===== src/amlc_cfg.svh =====
`ifndef AMLC_CFG_SVH
`define AMLC_CFG_SVH

// ------------------------------------------------------------------
// Register offsets (byte addresses)
// ------------------------------------------------------------------
`define AMLC_OFS_CTRL     8'h00
`define AMLC_OFS_STATUS   8'h04
`define AMLC_OFS_CFG      8'h08
`define AMLC_OFS_IRQ_STS  8'h0c
`define AMLC_OFS_IRQ_MSK  8'h10

// ------------------------------------------------------------------
// Field positions and reset values
// ------------------------------------------------------------------
`define AMLC_CTRL_WMASK   16'h07fc
`define AMLC_CTRL_RST     16'h0000
`define AMLC_LATCH_DIS    2
`define AMLC_CFG_PIN_EN   2
`define AMLC_CFG_RST      3'h0
`define AMLC_IRQ_NEWFLAG  0
`define AMLC_IRQ_PINLOW   1
`define AMLC_RESP_OKAY    2'h0
`define AMLC_RESP_SLVERR  2'h2

// ------------------------------------------------------------------
// Timing
// ------------------------------------------------------------------
`define AMLC_CLK_MHZ      200
`define AMLC_CONV_NS      2000
`define AMLC_CONV_CYC     ((`AMLC_CONV_NS * `AMLC_CLK_MHZ) / 1000)

`endif


===== src/amlc_pkg.sv =====
package amlc_pkg;

   typedef logic [8:0] amlc_src_t;

   typedef struct packed {
      amlc_src_t   sync1;
      amlc_src_t   sync2;
      amlc_src_t   flags;
      logic [15:0] ctrl;
      logic [2:0]  cfg;
      logic [1:0]  irq_sts;
      logic [1:0]  irq_msk;
      logic [8:0]  div;
      logic        sample;
      logic        pin_n;
      logic        irq;
      logic        awready;
      logic        wready;
      logic        aw_hold;
      logic        w_hold;
      logic [7:0]  awaddr;
      logic [31:0] wdata;
      logic [3:0]  wstrb;
      logic        bvalid;
      logic [1:0]  bresp;
      logic        arready;
      logic        rvalid;
      logic [1:0]  rresp;
      logic [31:0] rdata;
   } amlc_top_st_t;

   typedef struct packed {
      logic [35:0] cnt;
      amlc_src_t   qual;
      logic        done;
   } amlc_filt_st_t;

endpackage : amlc_pkg


===== src/amlc_filt_if.sv =====
`timescale 1ns/1ps
interface amlc_filt_if;
   logic             sample;
   logic [1:0]       count_sel;
   amlc_pkg::amlc_src_t raw;
   amlc_pkg::amlc_src_t qual;
   logic             done;
   modport filt (input sample, count_sel, raw, output qual, done);
   modport ctrl (output sample, count_sel, raw, input qual, done);
endinterface : amlc_filt_if


===== src/amlc_filt.sv =====
`timescale 1ns/1ps
module amlc_filt (
   // Clock and reset
   input  wire logic mclk_i,
   input  wire logic reset_n_i,
   // Link to control logic
   amlc_filt_if.filt fi
);
   amlc_pkg::amlc_filt_st_t st_r;
   amlc_pkg::amlc_filt_st_t st_nxt;

   function automatic logic [3:0] need_cnt(input logic [1:0] sel);
      need_cnt = 4'h1 << sel;
   endfunction : need_cnt

   always_comb begin
      logic [3:0] c;
      c = 4'h0;
      st_nxt = st_r;
      st_nxt.done = fi.sample;
      for (int i = 0; i < 9; i++) begin
         c = st_r.cnt[i*4 +: 4];
         if (fi.sample) begin
            // A return to range restarts the run of samples.
            if (!fi.raw[i]) begin
               c = 4'h0;
            end else if (c < need_cnt(fi.count_sel)) begin
               c = c + 4'h1;
            end
            st_nxt.qual[i] = (c >= need_cnt(fi.count_sel));
         end
         st_nxt.cnt[i*4 +: 4] = c;
      end
   end

   always_ff @(posedge mclk_i or negedge reset_n_i) begin
      if (!reset_n_i) begin
         st_r <= '0;
      end else begin
         st_r <= st_nxt;
      end
   end

   assign fi.qual = st_r.qual;
   assign fi.done = st_r.done;

   qual_on_sample_a: assert property (
      @(posedge mclk_i) disable iff (!reset_n_i)
      $rose(st_r.qual[0]) |-> $past(fi.sample) && $past(fi.raw[0]))
      else $error("qualified alarm rose without an out-of-range sample");

endmodule : amlc_filt


===== src/amlc_top.sv =====
`timescale 1ns/1ps
`include "amlc_cfg.svh"
module amlc_top (
   // Clock and reset
   input  wire logic        mclk_i,
   input  wire logic        reset_n_i,
   // Alarm conditions from the monitors, asynchronous
   input  wire logic [8:0]  alarm_cond_i,
   // Alarm pin and interrupt
   output logic             event_pin_n_o,
   output logic             irq_o,
   // AXI4-Lite write address and data
   input  wire logic        s_axi_awvalid_i,
   output logic             s_axi_awready_o,
   input  wire logic [7:0]  s_axi_awaddr_i,
   input  wire logic        s_axi_wvalid_i,
   output logic             s_axi_wready_o,
   input  wire logic [31:0] s_axi_wdata_i,
   input  wire logic [3:0]  s_axi_wstrb_i,
   // AXI4-Lite write response
   output logic             s_axi_bvalid_o,
   input  wire logic        s_axi_bready_i,
   output logic [1:0]       s_axi_bresp_o,
   // AXI4-Lite read
   input  wire logic        s_axi_arvalid_i,
   output logic             s_axi_arready_o,
   input  wire logic [7:0]  s_axi_araddr_i,
   output logic             s_axi_rvalid_o,
   input  wire logic        s_axi_rready_i,
   output logic [31:0]      s_axi_rdata_o,
   output logic [1:0]       s_axi_rresp_o
);

   // ---------------------------------------------------------------
   // State
   // ---------------------------------------------------------------
   amlc_pkg::amlc_top_st_t st_r;
   amlc_pkg::amlc_top_st_t st_nxt;
   amlc_filt_if            fi ();

   amlc_filt u_filt (
      .mclk_i    (mclk_i),
      .reset_n_i (reset_n_i),
      .fi        (fi)
   );

   // ---------------------------------------------------------------
   // Helpers
   // ---------------------------------------------------------------
   // Sources sit at status bits 10:3, the thermal flag at bit 0.
   function automatic logic [15:0] to_status(input logic [8:0] v);
      to_status = {5'h00, v[8:1], 2'h0, v[0]};
   endfunction : to_status

   function automatic logic [31:0] merge_w(input logic [31:0] old,
                                           input logic [31:0] val,
                                           input logic [3:0]  strb);
      for (int b = 0; b < 4; b++) begin
         merge_w[b*8 +: 8] = strb[b] ? val[b*8 +: 8] : old[b*8 +: 8];
      end
   endfunction : merge_w

   // The thermal source has no unmask bit and is always live.
   function automatic logic [8:0] live_mask(input logic [15:0] c);
      live_mask = {c[10:3], 1'b1};
   endfunction : live_mask

   assign fi.sample    = st_r.sample;
   assign fi.count_sel = st_r.cfg[1:0];
   assign fi.raw       = st_r.sync2;

   // ---------------------------------------------------------------
   // Next state
   // ---------------------------------------------------------------
   always_comb begin
      logic        rd_status;
      logic [8:0]  set_v;
      logic [1:0]  irq_clr;
      logic [1:0]  irq_ev;
      logic [31:0] wv;
      rd_status = 1'b0;
      set_v     = 9'h000;
      irq_clr   = 2'h0;
      irq_ev    = 2'h0;
      wv        = 32'h0000_0000;
      st_nxt    = st_r;

      // Pins are asynchronous, so two stages before any use.
      st_nxt.sync1 = alarm_cond_i;
      st_nxt.sync2 = st_r.sync1;

      // Conversion tick.
      if (st_r.div == 9'((`AMLC_CONV_CYC) - 1)) begin
         st_nxt.div    = 9'h000;
         st_nxt.sample = 1'b1;
      end else begin
         st_nxt.div    = st_r.div + 9'h001;
         st_nxt.sample = 1'b0;
      end

      // Write channel.
      if (st_r.bvalid && s_axi_bready_i) begin
         st_nxt.bvalid = 1'b0;
      end
      if (s_axi_awvalid_i && st_r.awready) begin
         st_nxt.aw_hold = 1'b1;
         st_nxt.awaddr  = s_axi_awaddr_i;
      end
      if (s_axi_wvalid_i && st_r.wready) begin
         st_nxt.w_hold = 1'b1;
         st_nxt.wdata  = s_axi_wdata_i;
         st_nxt.wstrb  = s_axi_wstrb_i;
      end
      if (st_nxt.aw_hold && st_nxt.w_hold && !st_nxt.bvalid) begin
         st_nxt.aw_hold = 1'b0;
         st_nxt.w_hold  = 1'b0;
         st_nxt.bvalid  = 1'b1;
         st_nxt.bresp   = `AMLC_RESP_OKAY;
         case (st_nxt.awaddr)
            `AMLC_OFS_CTRL: begin
               wv = merge_w({16'h0000, st_r.ctrl}, st_nxt.wdata,
                            st_nxt.wstrb);
               // Reserved bits never take a write.
               st_nxt.ctrl = wv[15:0] & `AMLC_CTRL_WMASK;
            end
            `AMLC_OFS_CFG: begin
               wv = merge_w({29'h0, st_r.cfg}, st_nxt.wdata,
                            st_nxt.wstrb);
               st_nxt.cfg = wv[2:0];
            end
            `AMLC_OFS_IRQ_STS: begin
               irq_clr = st_nxt.wstrb[0] ? st_nxt.wdata[1:0] : 2'h0;
            end
            `AMLC_OFS_IRQ_MSK: begin
               wv = merge_w({30'h0, st_r.irq_msk}, st_nxt.wdata,
                            st_nxt.wstrb);
               st_nxt.irq_msk = wv[1:0];
            end
            `AMLC_OFS_STATUS: begin
               st_nxt.bresp = `AMLC_RESP_OKAY;
            end
            default: begin
               st_nxt.bresp = `AMLC_RESP_SLVERR;
            end
         endcase
      end
      st_nxt.awready = !st_nxt.aw_hold && !st_nxt.bvalid;
      st_nxt.wready  = !st_nxt.w_hold && !st_nxt.bvalid;

      // Read channel.
      if (st_r.rvalid && s_axi_rready_i) begin
         st_nxt.rvalid = 1'b0;
      end
      if (s_axi_arvalid_i && st_r.arready) begin
         st_nxt.rvalid = 1'b1;
         st_nxt.rresp  = `AMLC_RESP_OKAY;
         case (s_axi_araddr_i)
            `AMLC_OFS_CTRL: begin
               st_nxt.rdata = {16'h0000, st_r.ctrl};
            end
            `AMLC_OFS_STATUS: begin
               st_nxt.rdata = {16'h0000, to_status(st_r.flags)};
               rd_status    = 1'b1;
            end
            `AMLC_OFS_CFG: begin
               st_nxt.rdata = {29'h0, st_r.cfg};
            end
            `AMLC_OFS_IRQ_STS: begin
               st_nxt.rdata = {30'h0, st_r.irq_sts};
            end
            `AMLC_OFS_IRQ_MSK: begin
               st_nxt.rdata = {30'h0, st_r.irq_msk};
            end
            default: begin
               st_nxt.rdata = 32'h0000_0000;
               st_nxt.rresp = `AMLC_RESP_SLVERR;
            end
         endcase
      end
      st_nxt.arready = !st_nxt.rvalid;

      // Alarm flags. A flag is set only by a finished, qualified
      // conversion; a read in that same cycle loses to the set.
      set_v = fi.done ? fi.qual : 9'h000;
      if (st_r.ctrl[`AMLC_LATCH_DIS]) begin
         st_nxt.flags = fi.qual;
      end else if (rd_status) begin
         st_nxt.flags = set_v;
      end else begin
         st_nxt.flags = st_r.flags | set_v;
      end

      // Masked flags stay visible in status but leave the pin alone.
      st_nxt.pin_n = !(st_r.cfg[`AMLC_CFG_PIN_EN] &&
                       |(st_r.flags & live_mask(st_r.ctrl)));

      // Interrupt events; a new event beats a same-cycle clear.
      irq_ev[`AMLC_IRQ_NEWFLAG] = |(st_nxt.flags & ~st_r.flags);
      irq_ev[`AMLC_IRQ_PINLOW]  = st_r.pin_n && !st_nxt.pin_n;
      st_nxt.irq_sts = (st_r.irq_sts & ~irq_clr) | irq_ev;
      st_nxt.irq     = |(st_nxt.irq_sts & st_nxt.irq_msk);
   end

   always_ff @(posedge mclk_i or negedge reset_n_i) begin
      if (!reset_n_i) begin
         st_r       <= '0;
         st_r.ctrl  <= `AMLC_CTRL_RST;
         st_r.cfg   <= `AMLC_CFG_RST;
         st_r.pin_n <= 1'b1;
      end else begin
         st_r <= st_nxt;
      end
   end

   // ---------------------------------------------------------------
   // Outputs
   // ---------------------------------------------------------------
   assign event_pin_n_o   = st_r.pin_n;
   assign irq_o           = st_r.irq;
   assign s_axi_awready_o = st_r.awready;
   assign s_axi_wready_o  = st_r.wready;
   assign s_axi_bvalid_o  = st_r.bvalid;
   assign s_axi_bresp_o   = st_r.bresp;
   assign s_axi_arready_o = st_r.arready;
   assign s_axi_rvalid_o  = st_r.rvalid;
   assign s_axi_rdata_o   = st_r.rdata;
   assign s_axi_rresp_o   = st_r.rresp;

   // ---------------------------------------------------------------
   // Checks
   // ---------------------------------------------------------------
   pin_drive_a: assert property (
      @(posedge mclk_i) disable iff (!reset_n_i)
      st_r.cfg[`AMLC_CFG_PIN_EN] && |(st_r.flags & {st_r.ctrl[10:3], 1'b1})
      |=> !event_pin_n_o)
      else $error("unmasked flag did not pull the alarm pin");

   pin_release_a: assert property (
      @(posedge mclk_i) disable iff (!reset_n_i)
      !st_r.cfg[`AMLC_CFG_PIN_EN] |=> event_pin_n_o)
      else $error("alarm pin driven while disabled");

   masked_quiet_a: assert property (
      @(posedge mclk_i) disable iff (!reset_n_i)
      st_r.flags == 9'h100 && !st_r.ctrl[10] |=> event_pin_n_o)
      else $error("masked local low flag pulled the pin");

   unmask_high_a: assert property (
      @(posedge mclk_i) disable iff (!reset_n_i)
      st_r.flags[7] && st_r.ctrl[9] && st_r.cfg[`AMLC_CFG_PIN_EN]
      |=> !event_pin_n_o)
      else $error("unmasked local high flag left the pin high");

   one_low_pin_a: assert property (
      @(posedge mclk_i) disable iff (!reset_n_i)
      st_r.flags[6] && st_r.ctrl[8] && st_r.cfg[`AMLC_CFG_PIN_EN]
      |=> !event_pin_n_o)
      else $error("unmasked remote one low flag left the pin high");

   one_high_pin_a: assert property (
      @(posedge mclk_i) disable iff (!reset_n_i)
      st_r.flags[5] && st_r.ctrl[7] && st_r.cfg[`AMLC_CFG_PIN_EN]
      |=> !event_pin_n_o)
      else $error("unmasked remote one high flag left the pin high");

   two_low_pin_a: assert property (
      @(posedge mclk_i) disable iff (!reset_n_i)
      st_r.flags[4] && st_r.ctrl[6] && st_r.cfg[`AMLC_CFG_PIN_EN]
      |=> !event_pin_n_o)
      else $error("unmasked remote two low flag left the pin high");

   two_high_pin_a: assert property (
      @(posedge mclk_i) disable iff (!reset_n_i)
      st_r.flags[3] && st_r.ctrl[5] && st_r.cfg[`AMLC_CFG_PIN_EN]
      |=> !event_pin_n_o)
      else $error("unmasked remote two high flag left the pin high");

   one_fail_pin_a: assert property (
      @(posedge mclk_i) disable iff (!reset_n_i)
      st_r.flags[2] && st_r.ctrl[4] && st_r.cfg[`AMLC_CFG_PIN_EN]
      |=> !event_pin_n_o)
      else $error("unmasked remote one failure left the pin high");

   two_fail_pin_a: assert property (
      @(posedge mclk_i) disable iff (!reset_n_i)
      st_r.flags[1] && st_r.ctrl[3] && st_r.cfg[`AMLC_CFG_PIN_EN]
      |=> !event_pin_n_o)
      else $error("unmasked remote two failure left the pin high");

   flag_set_a: assert property (
      @(posedge mclk_i) disable iff (!reset_n_i)
      !st_r.ctrl[`AMLC_LATCH_DIS] && fi.done && fi.qual[0]
      |=> st_r.flags[0])
      else $error("qualified thermal alarm did not set its flag");

   thermal_pin_a: assert property (
      @(posedge mclk_i) disable iff (!reset_n_i)
      st_r.flags[0] && st_r.cfg[`AMLC_CFG_PIN_EN] |=> !event_pin_n_o)
      else $error("thermal flag did not pull the pin");

   latch_hold_a: assert property (
      @(posedge mclk_i) disable iff (!reset_n_i)
      !st_r.ctrl[`AMLC_LATCH_DIS] && st_r.flags[8] &&
      !(s_axi_arvalid_i && st_r.arready) ##1
      !st_r.ctrl[`AMLC_LATCH_DIS] |-> st_r.flags[8])
      else $error("latched flag dropped without a status read");

   unlatch_follow_a: assert property (
      @(posedge mclk_i) disable iff (!reset_n_i)
      st_r.ctrl[`AMLC_LATCH_DIS] |=> st_r.flags == $past(fi.qual))
      else $error("unlatched flags did not follow the condition");

   read_clear_a: assert property (
      @(posedge mclk_i) disable iff (!reset_n_i)
      s_axi_arvalid_i && st_r.arready &&
      s_axi_araddr_i == `AMLC_OFS_STATUS &&
      !st_r.ctrl[`AMLC_LATCH_DIS] && !fi.done |=> st_r.flags == 9'h000)
      else $error("status read did not clear the flags");

   reserved_zero_a: assert property (
      @(posedge mclk_i) disable iff (!reset_n_i)
      (st_r.ctrl & ~`AMLC_CTRL_WMASK) == 16'h0000)
      else $error("reserved control bits are not zero");

   flag_set_c: cover property (
      @(posedge mclk_i) disable iff (!reset_n_i) $rose(st_r.flags[8]));
   pin_low_c: cover property (
      @(posedge mclk_i) disable iff (!reset_n_i) $fell(event_pin_n_o));
   irq_c: cover property (
      @(posedge mclk_i) disable iff (!reset_n_i) $rose(irq_o));
   flag_drop_c: cover property (
      @(posedge mclk_i) disable iff (!reset_n_i) $fell(st_r.flags[8]));
   thermal_clear_c: cover property (
      @(posedge mclk_i) disable iff (!reset_n_i) $fell(st_r.flags[0]));

endmodule : amlc_top


===== config.mk =====
export PLATFORM = sky130hd
export DESIGN_NAME = amlc_top
export DESIGN_NICKNAME = d
export VERILOG_FILES = /design/src/amlc_pkg.sv /design/src/amlc_filt_if.sv /design/src/amlc_filt.sv /design/src/amlc_top.sv
export VERILOG_INCLUDE_DIRS = /design/src /design/src/src
export SDC_FILE = /design/constraint.sdc
export NUM_CORES = 1
export LEC_CHECK = 0
export BUFFER_PORTS_ARGS = -buffer_cell sky130_fd_sc_hd__buf_2
export CAP_MARGIN = 20
export CORE_ASPECT_RATIO = 0.8
export CORE_UTILIZATION = 45
export CTS_CLUSTER_DIAMETER = 100
export DETAILED_ROUTE_END_ITERATION = 8
export HOLD_SLACK_MARGIN = 0.02
export PLACE_DENSITY_LB_ADDON = 0.05
export SYNTH_ARGS = -nofsm -noshare
export SYNTH_HDL_FRONTEND = slang
export SYNTH_SLANG_ARGS = --single-unit

===== constraint.sdc =====
create_clock -name mclk_i -period 7.7 [get_ports mclk_i]
set_clock_uncertainty 0.2 [all_clocks]
set_input_delay 1.925 -clock mclk_i [delete_from_list [all_inputs] [get_ports mclk_i]]
set_output_delay 1.925 -clock mclk_i [all_outputs]
set_load 0.03 [all_outputs]

Word-level counts from Yosys, hierarchy flattened. Index checks and enable logic that the tools add are counted. W data, S select, Z words.

Register bits: 167. Latch bits: 0. Memory bits (writable): 0. ROM bits: 0. Bits of input ports: 68. Word-level logic and storage cells: 153. Memories: 0.

Add/subtract/negate cells: 10. Multipliers: 0. Divide/modulo/power cells: 0. Magnitude comparators: 18. Equal/unequal tests: 9. Shifts and indexed selects: 1. Multiplexer cells: 51. Bitwise logic cells: 8. Reductions and logical operators: 27.

Operators with widths (count): $mux W4 (27); $pmux W11 S5 (1); $add A4 B1 Y4 const B (9); $ge A4 B4 Y1 (9); $lt A4 B4 Y1 (9); $mux W35 (1); $eq A8 B4 Y1 const B (4); $mux W9 (3); $and A9 B9 Y9 (2); $mux W2 (9); $reduce_or A9 Y1 (2); $eq A8 B3 Y1 const B (2); $eq A8 B5 Y1 const B (2); $logic_not A8 Y1 (2); $mux W15 (1); $logic_and A1 B1 Y1 (11); $mux W10 (1); $reduce_or A5 Y1 (2); $add A9 B1 Y9 const B (1); $eq A9 B9 Y1 const B (1); $not A9 Y9 (1); $or A9 B9 Y9 (1); $reduce_and A3 Y1 (3); $mux W8 (1); 8 further kinds (19).

Longest topological paths before layout. Gate-level depths: netlist (run 1).

Depth after elaboration: 10. Depth in mapped cells: 15.

Hierarchy. Synthesis (run 1) repeated with hierarchy kept, for this count alone.

Cell total of the unflattened synthesis: 897. Area, all modules: 8861.0 um2.

Modules (own cells, without submodules): amlc_filt (instances 1, cells each 560, area an instance 4732.0 um2); amlc_top (instances 1, cells each 337, area an instance 4129.0 um2).

Worst setup path before layout (run 1). Ideal clock, no wire load.

Kind: input -> register. Start: input port s_axi_awaddr_i[6]. End: register st_r[108] (netlist bit). Setup time: 125 ps. Arrival: 3511 ps. Path slack: 3865 ps. Cell stages on the path: 5. Path through: or3_1 > nor4_2 > o21bai_2 > nor4_4 > mux2_2.

Longest elaborated chain between the ends: 3.

Ends and longest elaborated chain: from (decl) (RTL line amlc_top.sv:15) `input wire logic [7:0] s_axi_awaddr_i,`; $mux W8 (RTL line amlc_top.sv:105) `if (s_axi_awvalid_i && st_r.awready) begin`; $logic_not A8 Y1 (RTL line amlc_top.sv:119) `case (st_nxt.awaddr)`; $reduce_and A3 Y1 (no line); to (signal assigned) (RTL line amlc_top.sv:211) `st_r <= st_nxt;`; to (decl) (RTL line amlc_top.sv:37) `amlc_pkg::amlc_top_st_t st_r;`.

No other way between the ends. A chain may end at the register's enable or synchronous reset.

Worst setup path in the final report (run 1).
Start: register st_r, in the netlist fi.count_sel[1]. End: register u_filt.st_r, in the netlist u_filt.fi.qual[2].

Longest elaborated chain between the ends: 6.

Ends and longest elaborated chain: $shl A1 B2 Y4 (*) (RTL line amlc_filt.sv:13) `need_cnt = 4'h1 << sel;`; $lt A4 B4 Y1 (RTL line amlc_filt.sv:27) `end else if (c < need_cnt(fi.count_sel)) begin`; $mux W4 (RTL line amlc_filt.sv:27); $mux W4 (RTL line amlc_filt.sv:25) `if (!fi.raw[i]) begin`; $mux W4 (RTL line amlc_filt.sv:23) `if (fi.sample) begin`; $ge A4 B4 Y1 (*) (RTL line amlc_filt.sv:30) `st_nxt.qual[i] = (c >= need_cnt(fi.count_sel));`; to (signal assigned) (RTL line amlc_filt.sv:40) `st_r <= st_nxt;`; to (decl) (RTL line amlc_filt.sv:9) `amlc_pkg::amlc_filt_st_t st_r;`.

Mark *: on every way between the ends. The rest lies on a longest branch, timed or not. The select of a mux whose other input is x is not followed.

==> results of run 1 <==
metal layers:
layer | vias up | GRT usage (%) | wire, um
met5 | - | 0 | 0
met4 | 0 | 4.79 | 120
met2 | 105 | 32.1 | 8540
met3 | 12 | 4.30 | 601
li1 | 3174 | - | -
met1 | 3121 | 29.4 | 9560
cell usage in the layout, fill, tap and decap left out, drive strengths merged, types with 8 or more instances in the layout:
cell    count
a21boi     10
a21o       21
a21oi      25
a22o       11
a22oi      10
a311o       8
a31o       10
and2       12
buf        68
clkbuf     18
conb       23
dfrtp     141
ha         73
inv        34
mux2       31
nand2      60
nand2b     12
nand3      22
nor2       32
nor2b      15
nor3       16
nor4       11
o211ai     14
o21a       26
o21ai      36
o31a       11
o31ai      12
or2         8
or3        15
or4        11
xnor2      11
per-stage QoR:
stage	instances	utilization, %	cell area, um^2
global route	1145	51.6	9520
finish	1145	51.6	9520
CTS	1145	51.6	9520
floorplan	863	-	8690
detailed placement	1113	48.6	8960
global placement	1113	48.6	8960
power breakdown:
group,total (mW),switching [mW],internal [mW]
combinational,0.464,0.262,0.203
clock,0.796,0.364,0.433
sequential,0.889,0.0549,0.834
total,2.15,0.680,1.47
sequential cells by signal, indices dropped and copies added (netlist names), 2 cells and up:
name,cells
s_axi_rdata_o,11
st_nxt,9
fi.raw,9
u_filt.fi.qual,9
st_r,55
u_filt.st_r,36
fi.count_sel,2
cell usage after synthesis (all sizes together), types with 17 or more instances:
master	n
a21o	21
a21oi	25
buf	54
mux2	31
nor2	32
o21ai	36
inv	25
dfrtp	141
nand3	22
nand2	60
clkbuf	17
ha	73
o21a	26
worst max-delay path, stage by stage (launching register included):
cell and delay (ns):
dfrtp_1 0.79, nand2b_1 0.81, ha_1 0.37, o31a_1 0.11
o21a_1 0.18, o21a_1 0.26, or2_2 0.32, o21bai_1 0.21
ha_1 0.26, a21o_1 0.15, a21o_1 0.17, a21oi_1 0.27
a21oi_1 0.11
final cells by class:
cell class	instances	area, um^2	share of cell area, %
Tap cell	253	317	3.32
Multi-Input combinational cell	625	4640	48.7
Timing Repair Buffer	68	357	3.75
Sequential cell	142	3550	37.3
Inverter	25	93.8	0.986
Clock inverter	14	121	1.27
Clock buffer	18	439	4.61
kinds of logic (layout without fill, tap and decap cells):
family | count (synthesis) | after routing
other | 1 | 23
adders and majority gates | 73 | 73
AOI/OAI and AO/OA | 239 | 239
muxes | 35 | 35
DFF | 142 | 142
xor gates and xnor gates | 14 | 14
and+or+nand+nor | 241 | 241
buffers and inverters | 96 | 125
path summary, 6_finish.rpt:
kind                                                  to  slack, ns  cells past startpoint
min in group asynchronous    u_filt.st_r[37]$_DFFE_PN0P_       1.33                      1
hold reg to reg                      fi.raw[0]$_DFF_PN0_       0.15                      0
hold / removal                       fi.raw[0]$_DFF_PN0_       0.15                      0
max in group asynchronous            st_r[128]$_DFF_PN0_       4.60                      2
setup reg to reg           u_filt.fi.qual[2]$_DFFE_PN0P_       3.32                     12
setup / recovery           u_filt.fi.qual[2]$_DFFE_PN0P_       3.32                     12
==> flow_metrics.env, run 1 <==
export IMPL_outcome="complete, no violations"
export IMPL_power_density_nw_per_um2=226
export IMPL_period_needed_ns=4.38
export IMPL_cts_hold_buffers_added=0
export IMPL_ys_seq_area_share_pct=41.3
export IMPL_vias_per_cell=5.60
export IMPL_synth_top_area_share_pct=41.0
export IMPL_io_buffers=64
export IMPL_whs_ns=0.148
export IMPL_cts_buffer_depth=2
export IMPL_num_nets_final=1020
export IMPL_cts_buffers=17
export IMPL_fillers=1646
export IMPL_criticalPathCategory="flip-flop to flip-flop"
export IMPL_leakage_nw=4.44
export IMPL_grt_pass1_wl_mm=32.1
export IMPL_clock_sinks=142
export IMPL_crit_start="fi.count_sel[1]$_DFFE_PN0P_"
export IMPL_synth_area_leaders="dfrtp_1 41%, ha_1 11%, mux2_2 4.1%, buf_4 3.1%, nand2_1 2.6%"
export IMPL_synth_edf_count=0
export IMPL_dieArea_um2=19700
export IMPL_io_pins=111
export IMPL_max_freq_ghz=0.228
export IMPL_yosys_most_used_dff="dfrtp_1"
export IMPL_drc_errors=0
export IMPL_num_rows=44
export IMPL_clkLatencyLatePin_ns=0.43
export IMPL_syn_to_final_growth_pct=10.6
export IMPL_wl_mm=18.8
export IMPL_reg2reg_from="fi.count_sel[1]$_DFFE_PN0P_"
export IMPL_synth_compound_area_share_pct=20.8
export IMPL_ir_worst_vdd_mv=0.135
export IMPL_worstMarginPinSlew_ns=1.07
export IMPL_grt_max_degree=77
export IMPL_synth_top_family_by_area="compound AO/OA/AOI/OAI gates"
export IMPL_synthAdderAreaFrac_pct=10.6
export IMPL_total_power_mw=2.15
export IMPL_hp_class="flip-flop to flip-flop"
export IMPL_setup_violations=0
export IMPL_first_global_vias=6423
export IMPL_start_util_pct=46.7
export IMPL_drtIter0Drc=417
export IMPL_period_share_pct=56.9
export IMPL_ys_warn_count=0
export IMPL_die_h_um=126
export IMPL_synthSimpleGateAreaFrac_pct=15.6
export IMPL_drtPass1Iterations=4
export IMPL_crit_path_end_kind="flip-flop"
export IMPL_core_area_um2=18400
export IMPL_clkTransAtPathRegs_ns=0.06
export IMPL_synth_seq_cells=142
export IMPL_grt_usage_pct=20.6
export IMPL_critPathArrivalTime_ns=4.46
export IMPL_cts_root_buf="clkbuf_16"
export IMPL_post_place_ws_ns=3.23
export IMPL_hp_start="st_nxt[131]$_DFF_PN0_"
export IMPL_synth_mux_area_share_pct=4.52
export IMPL_crit_required_ns=7.78
export IMPL_synth_xor_xnor_area_share_pct=1.42
export IMPL_fin_ws_ns=3.32
export IMPL_die_w_um=157
export IMPL_netlist_area_um2=8610
export IMPL_grt_overflow_total=0
export IMPL_vias=6412
export IMPL_cap_violations=0
export IMPL_gp_congestion=0.852
export IMPL_cp_max_fo=18
export IMPL_slew_viol_final=0
export IMPL_post_cts_buffers=0
export IMPL_synthArstFlopShare_pct=100
export IMPL_antennaDiodeCount=0
export IMPL_detail_route_wl_per_cell_um=16.4
export IMPL_syn_inst=841
export IMPL_ys_types=72
export IMPL_cts_tree="built"
export IMPL_cts_resized_gates=0
export IMPL_antenna_found_initial=0
export IMPL_rsz0062_at_grt="no"
export IMPL_hpwl_mm=12.9
export IMPL_crit_path_start_kind="flip-flop"
export IMPL_drive_above_1_share_pct=18.3
export IMPL_syn_area_per_cell_um2=10.2
export IMPL_hold_violations=0
export IMPL_slew_headroom_pct=28.4
export IMPL_tns_ns=0
export IMPL_yosysTopAreaCell="dfrtp_1"
export IMPL_ant_nets=0
export IMPL_htree_levels=4
Note: power is estimated with default switching activity, not from simulation.
==> run 2: changes to the inputs <==
- clock period: 7.7 -> 3.9 ns (I/O delays scaled with it)
==> flow_metrics.env, run 2 (synthesis gave the netlist of run 1 again) <==
export IMPL_use_met1_pct=28.9
export IMPL_power_density_nw_per_um2=441
export IMPL_gr_max_usage_layer="met2"
export IMPL_syn_to_final_growth_pct=11.2
export IMPL_final_common_cell="dfrtp_1"
export IMPL_mostFrequentLayoutCells="141 x dfrtp_1, 73 x ha_1, 63 x buf_2, 60 x nand2_1, 32 x nor2_1"
export IMPL_top_register="st_r"
export IMPL_vias=6540
export IMPL_crit_slowest_cell="dfrtp_1"
export IMPL_clock_sinks=142
export IMPL_grt_overflow_total=0
export IMPL_post_cts_buffers=0
export IMPL_clkTransAtPathRegs_ns=0.06
export IMPL_tns_ns=0
export IMPL_hp_class="flip-flop to flip-flop"
export IMPL_die_h_um=126
export IMPL_multi_input_area_um2=4640
export IMPL_cts_resized_gates=0
export IMPL_vias_per_cell=5.67
export IMPL_io_buffers=64
export IMPL_num_rows=44
export IMPL_drtIter0Drc=481
export IMPL_crit_path_start_kind="flip-flop"
export IMPL_first_global_vias=6380
export IMPL_setup_violations=0
export IMPL_rsz0062_at_grt="no"
export IMPL_die_w_um=157
export IMPL_dieArea_um2=19700
export IMPL_wl_mm=18.7
export IMPL_drtPass1Iterations=8
export IMPL_cts_tree="built"
export IMPL_gp_congestion=0.882
export IMPL_grt_max_degree=67
export IMPL_cts_buffer_depth=2
export IMPL_crit_required_ns=3.98
export IMPL_period_needed_ns=3.60
export IMPL_htree_levels=4
export IMPL_detail_route_wl_per_cell_um=16.2
export IMPL_max_freq_ghz=0.278
export IMPL_largest_register_ffs=55
export IMPL_critPathArrivalTime_ns=3.68
export IMPL_criticalPathCategory="flip-flop to flip-flop"
export IMPL_crit_path_end_kind="flip-flop"
export IMPL_drive_above_1_share_pct=19.0
export IMPL_cts_buffers=17
export IMPL_cts_root_buf="clkbuf_16"
export IMPL_num_nets_final=1029
export IMPL_grt_pass1_wl_mm=31.9
export IMPL_grt_usage_pct=20.4
export IMPL_ant_nets=0
export IMPL_slew_viol_final=0
export IMPL_leakage_nw=4.47
export IMPL_core_area_um2=18400
export IMPL_fillers=1636
export IMPL_slowest_delay_ns=0.41
export IMPL_cts_hold_buffers_added=0
export IMPL_hpwl_mm=13.3
export IMPL_slew_headroom_pct=26.2
export IMPL_regArea_um2=3550
export IMPL_path_cells="nand2b_1, ha_1, o31a_1, o21a_1, o21a_1, or2_0, o21ai_0, ha_1, a21o_1, a21o_1, a21oi_1, a21oi_1"
export IMPL_antenna_found_initial=0
export IMPL_outcome="complete, no violations"
export IMPL_hold_violations=0
export IMPL_io_pins=111
export IMPL_cap_violations=0
export IMPL_clkLatencyLatePin_ns=0.42
export IMPL_start_util_pct=46.7
export IMPL_use_met3_pct=3.92
export IMPL_drc_errors=0
export IMPL_ir_worst_vdd_mv=0.250
export IMPL_antennaDiodeCount=0
export IMPL_total_power_mw=4.22
export IMPL_cp_max_fo=10
export IMPL_met2_usage_pct=31.9
export IMPL_worstMarginPinSlew_ns=1.11
export IMPL_period_share_pct=92.3
## run 2: critical path, delay by kind of cell, from the launching register on
family | cells | cell delay (ns)
AO/OA/AOI/OAI | 8 | 1.66
adder cells (fa/ha/maj) | 2 | 0.63
flip-flops | 1 | 0.41
AND/OR/NAND/NOR | 2 | 0.55
## run 2: power breakdown
| group | internal [mW] | switching [mW] |
|---|---|---|
| Combinational | 0.413 | 0.530 |
| Sequential | 1.65 | 0.107 |
| Clock | 0.832 | 0.688 |
| Total | 2.89 | 1.32 |
## run 2: cell type report
cell class | instances | area share (%)
clock inverter | 14 | 1.27
timing repair buffer | 77 | 4.43
multi-input combinational | 625 | 48.5
inverter | 25 | 0.980
tap | 253 | 3.31
sequential | 142 | 37.1
clock buffer | 17 | 4.44
## run 2: worst paths after layout
path	startpoint	end	slack (ns)	cells past startpoint
setup / recovery	fi.count_sel[1]$_DFFE_PN0P_	u_filt.fi.qual[3]$_DFFE_PN0P_	0.30	12
hold / removal	st_nxt[132]$_DFF_PN0_	fi.raw[1]$_DFF_PN0_	0.15	0
setup reg to reg	fi.count_sel[1]$_DFFE_PN0P_	u_filt.fi.qual[3]$_DFFE_PN0P_	0.30	12
hold reg to reg	st_nxt[132]$_DFF_PN0_	fi.raw[1]$_DFF_PN0_	0.15	0
max in group asynchronous	reset_n_i	event_pin_n_o$_DFF_PN1_	2.27	2
min in group asynchronous	reset_n_i	u_filt.st_r[28]$_DFFE_PN0P_	0.36	1
## run 2: stage by stage
step / std cells / utilization [%] / instance area [um^2] / hold WS [ns] / setup slack (ns)
after floorplan: 863 / - / 8690 / 0.131 / 0.401
after global placement: 1122 / 49.0 / 9030 / 0.136 / 0.357
after detailed placement: 1122 / 49.0 / 9030 / 0.135 / 0.342
after CTS: 1153 / 51.9 / 9580 / 0.149 / 0.315
after global routing: 1153 / 51.9 / 9580 / 0.157 / 0.104
final: 1153 / 51.9 / 9580 / 0.148 / 0.301
## run 2: per-layer routing
layer	up-vias	share of wire [%]	wire, um
met5	-	0	0
li1	3202	-	-
met3	15	3.7	683
met2	143	46	8600
met4	0	0.96	179
met1	3180	49	9240
==> run 3: changes to the inputs <==
- CTS_BUF_LIST: unset -> sky130_fd_sc_hd__clkbuf_8
- HOLD_SLACK_MARGIN: 0.02 -> 0.06
==> flow_metrics.env, run 3 (synthesis gave the netlist of run 1 again) <==
export IMPL_cp_max_fo=10
export IMPL_tns_ns=0
export IMPL_path_cells="nand2b_1, ha_1, o31a_1, o21a_1, o21a_1, or2_0, o21ai_0, ha_1, a21o_1, a21o_1, a21oi_1, a21oi_1"
export IMPL_period_needed_ns=3.58
export IMPL_total_power_mw=3.79
export IMPL_hold_violations=0
export IMPL_final_cells=1153
export IMPL_cts_root_buf="clkbuf_8"
export IMPL_cts_tree="built"
export IMPL_clkTransAtPathRegs_ns=0.08
export IMPL_start_util_pct=46.7
export IMPL_vias_per_cell=5.64
export IMPL_hp_class="flip-flop to flip-flop"
export IMPL_clock_sinks=142
export IMPL_cap_violations=0
export IMPL_criticalPathCategory="flip-flop to flip-flop"
export IMPL_reg2reg_slack_ns=0.32
export IMPL_critPathArrivalTime_ns=3.69
export IMPL_drive_above_1_share_pct=19.0
export IMPL_post_dp_cell_area_um2=9030
export IMPL_grt_overflow_total=0
export IMPL_drtPass1Iterations=5
export IMPL_drtIter0Drc=507
export IMPL_cts_hold_buffers_added=0
export IMPL_ir_worst_vdd_mv=0.225
export IMPL_slew_headroom_pct=28.6
export IMPL_vias=6508
export IMPL_cp_top_family="compound AO/OA/AOI/OAI gates"
export IMPL_setup_violations=0
export IMPL_gp_congestion=0.882
export IMPL_die_w_um=157
export IMPL_hpwl_mm=13.3
export IMPL_detail_route_wl_per_cell_um=16.2
export IMPL_power_density_nw_per_um2=404
export IMPL_rsz0062_at_grt="no"
export IMPL_period_share_pct=91.8
export IMPL_htree_levels=4
export IMPL_drc_errors=0
export IMPL_antenna_found_initial=0
export IMPL_first_global_vias=6375
export IMPL_hp_start="st_nxt[132]$_DFF_PN0_"
export IMPL_slew_viol_final=0
export IMPL_antennaDiodeCount=0
export IMPL_mostFrequentLayoutCells="141 x dfrtp_1, 73 x ha_1, 63 x buf_2, 60 x nand2_1, 32 x nor2_1"
export IMPL_num_nets_final=1029
export IMPL_num_rows=44
export IMPL_slowest_delay_ns=0.42
export IMPL_reg2reg_from="fi.count_sel[1]$_DFFE_PN0P_"
export IMPL_io_buffers=64
export IMPL_outcome="complete, no violations"
export IMPL_grt_usage_pct=20.4
export IMPL_io_pins=111
export IMPL_dp_cells=1122
export IMPL_ant_nets=0
export IMPL_grt_pass1_wl_mm=31.9
export IMPL_final_common_cell="dfrtp_1"
export IMPL_worstPathBufferInverterCount=0
export IMPL_cts_resized_gates=0
export IMPL_cts_buffer_depth=2
export IMPL_cts_buffers=17
export IMPL_clkLatencyLatePin_ns=0.45
export IMPL_crit_required_ns=4.01
export IMPL_wl_mm=18.7
export IMPL_stdcell_area_um2=9380
export IMPL_largest_register_ffs=55
export IMPL_syn_to_final_growth_pct=8.98
export IMPL_core_area_um2=18400
export IMPL_leakage_nw=4.38
export IMPL_die_h_um=126
export IMPL_dieArea_um2=19700
export IMPL_top_register="st_r"
export IMPL_grt_max_degree=67
export IMPL_crit_slowest_cell="dfrtp_1"
export IMPL_crit_path_start_kind="flip-flop"
export IMPL_worstMarginPinSlew_ns=1.07
export IMPL_max_freq_ghz=0.279
export IMPL_crit_path_end_kind="flip-flop"
export IMPL_crit_start="fi.count_sel[1]$_DFFE_PN0P_"
export IMPL_post_cts_buffers=0
run 3: path summary, 6_finish.rpt:
check                                                      to  cells after the start
worst max-delay path            u_filt.fi.qual[3]$_DFFE_PN0P_                     12
worst min-delay path                      fi.raw[1]$_DFF_PN0_                      0
worst max register to register  u_filt.fi.qual[3]$_DFFE_PN0P_                     12
worst min register to register            fi.raw[1]$_DFF_PN0_                      0
max in group asynchronous             event_pin_n_o$_DFF_PN1_                      2
min in group asynchronous         u_filt.st_r[26]$_DFFE_PN0P_                      1
run 3: layout make-up:
class                      instances  area, um^2
fill                            1664        9060
multi-input combinational        625        4640
sequential                       142        3550
timing repair buffer              77         424
tap                              253         317
clock buffer                      17         234
clock inverter                    14         121
inverter                          25        93.8
run 3: worst register-to-register path, delay by kind of cell (launching register included):
| family | cells | cell delay (ns) |
|---|---|---|
| flip-flops | 1 | 0.42 |
| AO/OA/AOI/OAI | 8 | 1.63 |
| AND/OR/NAND/NOR | 2 | 0.56 |
| adder cells (fa/ha/maj) | 2 | 0.64 |
run 3: stage by stage:
step | hold slack (ns) | worst slack (ns) | utilization, %
2_1_floorplan | 0.131 | 0.401 | -
3_3_place_gp | 0.136 | 0.357 | 49.0
3_5_place_dp | 0.135 | 0.342 | 49.0
4_1_cts | 0.156 | 0.320 | 50.9
5_1_grt | 0.164 | 0.100 | 50.9
6_report | 0.154 | 0.319 | 50.9
run 3: where the power goes:
part / internal, mW / total (mW) / switching (mW)
clock network: 0.458 / 1.10 / 0.639
logic: 0.413 / 0.942 / 0.529
registers: 1.65 / 1.75 / 0.108
run 3: routing by layer:
metal | wire, um | global-route usage, % | vias up
li1 | - | - | 3189
met3 | 649 | 3.82 | 15
met1 | 9340 | 28.8 | 3162
met2 | 8530 | 31.6 | 142
met5 | 0 | 0 | -
met4 | 187 | 6.34 | 0
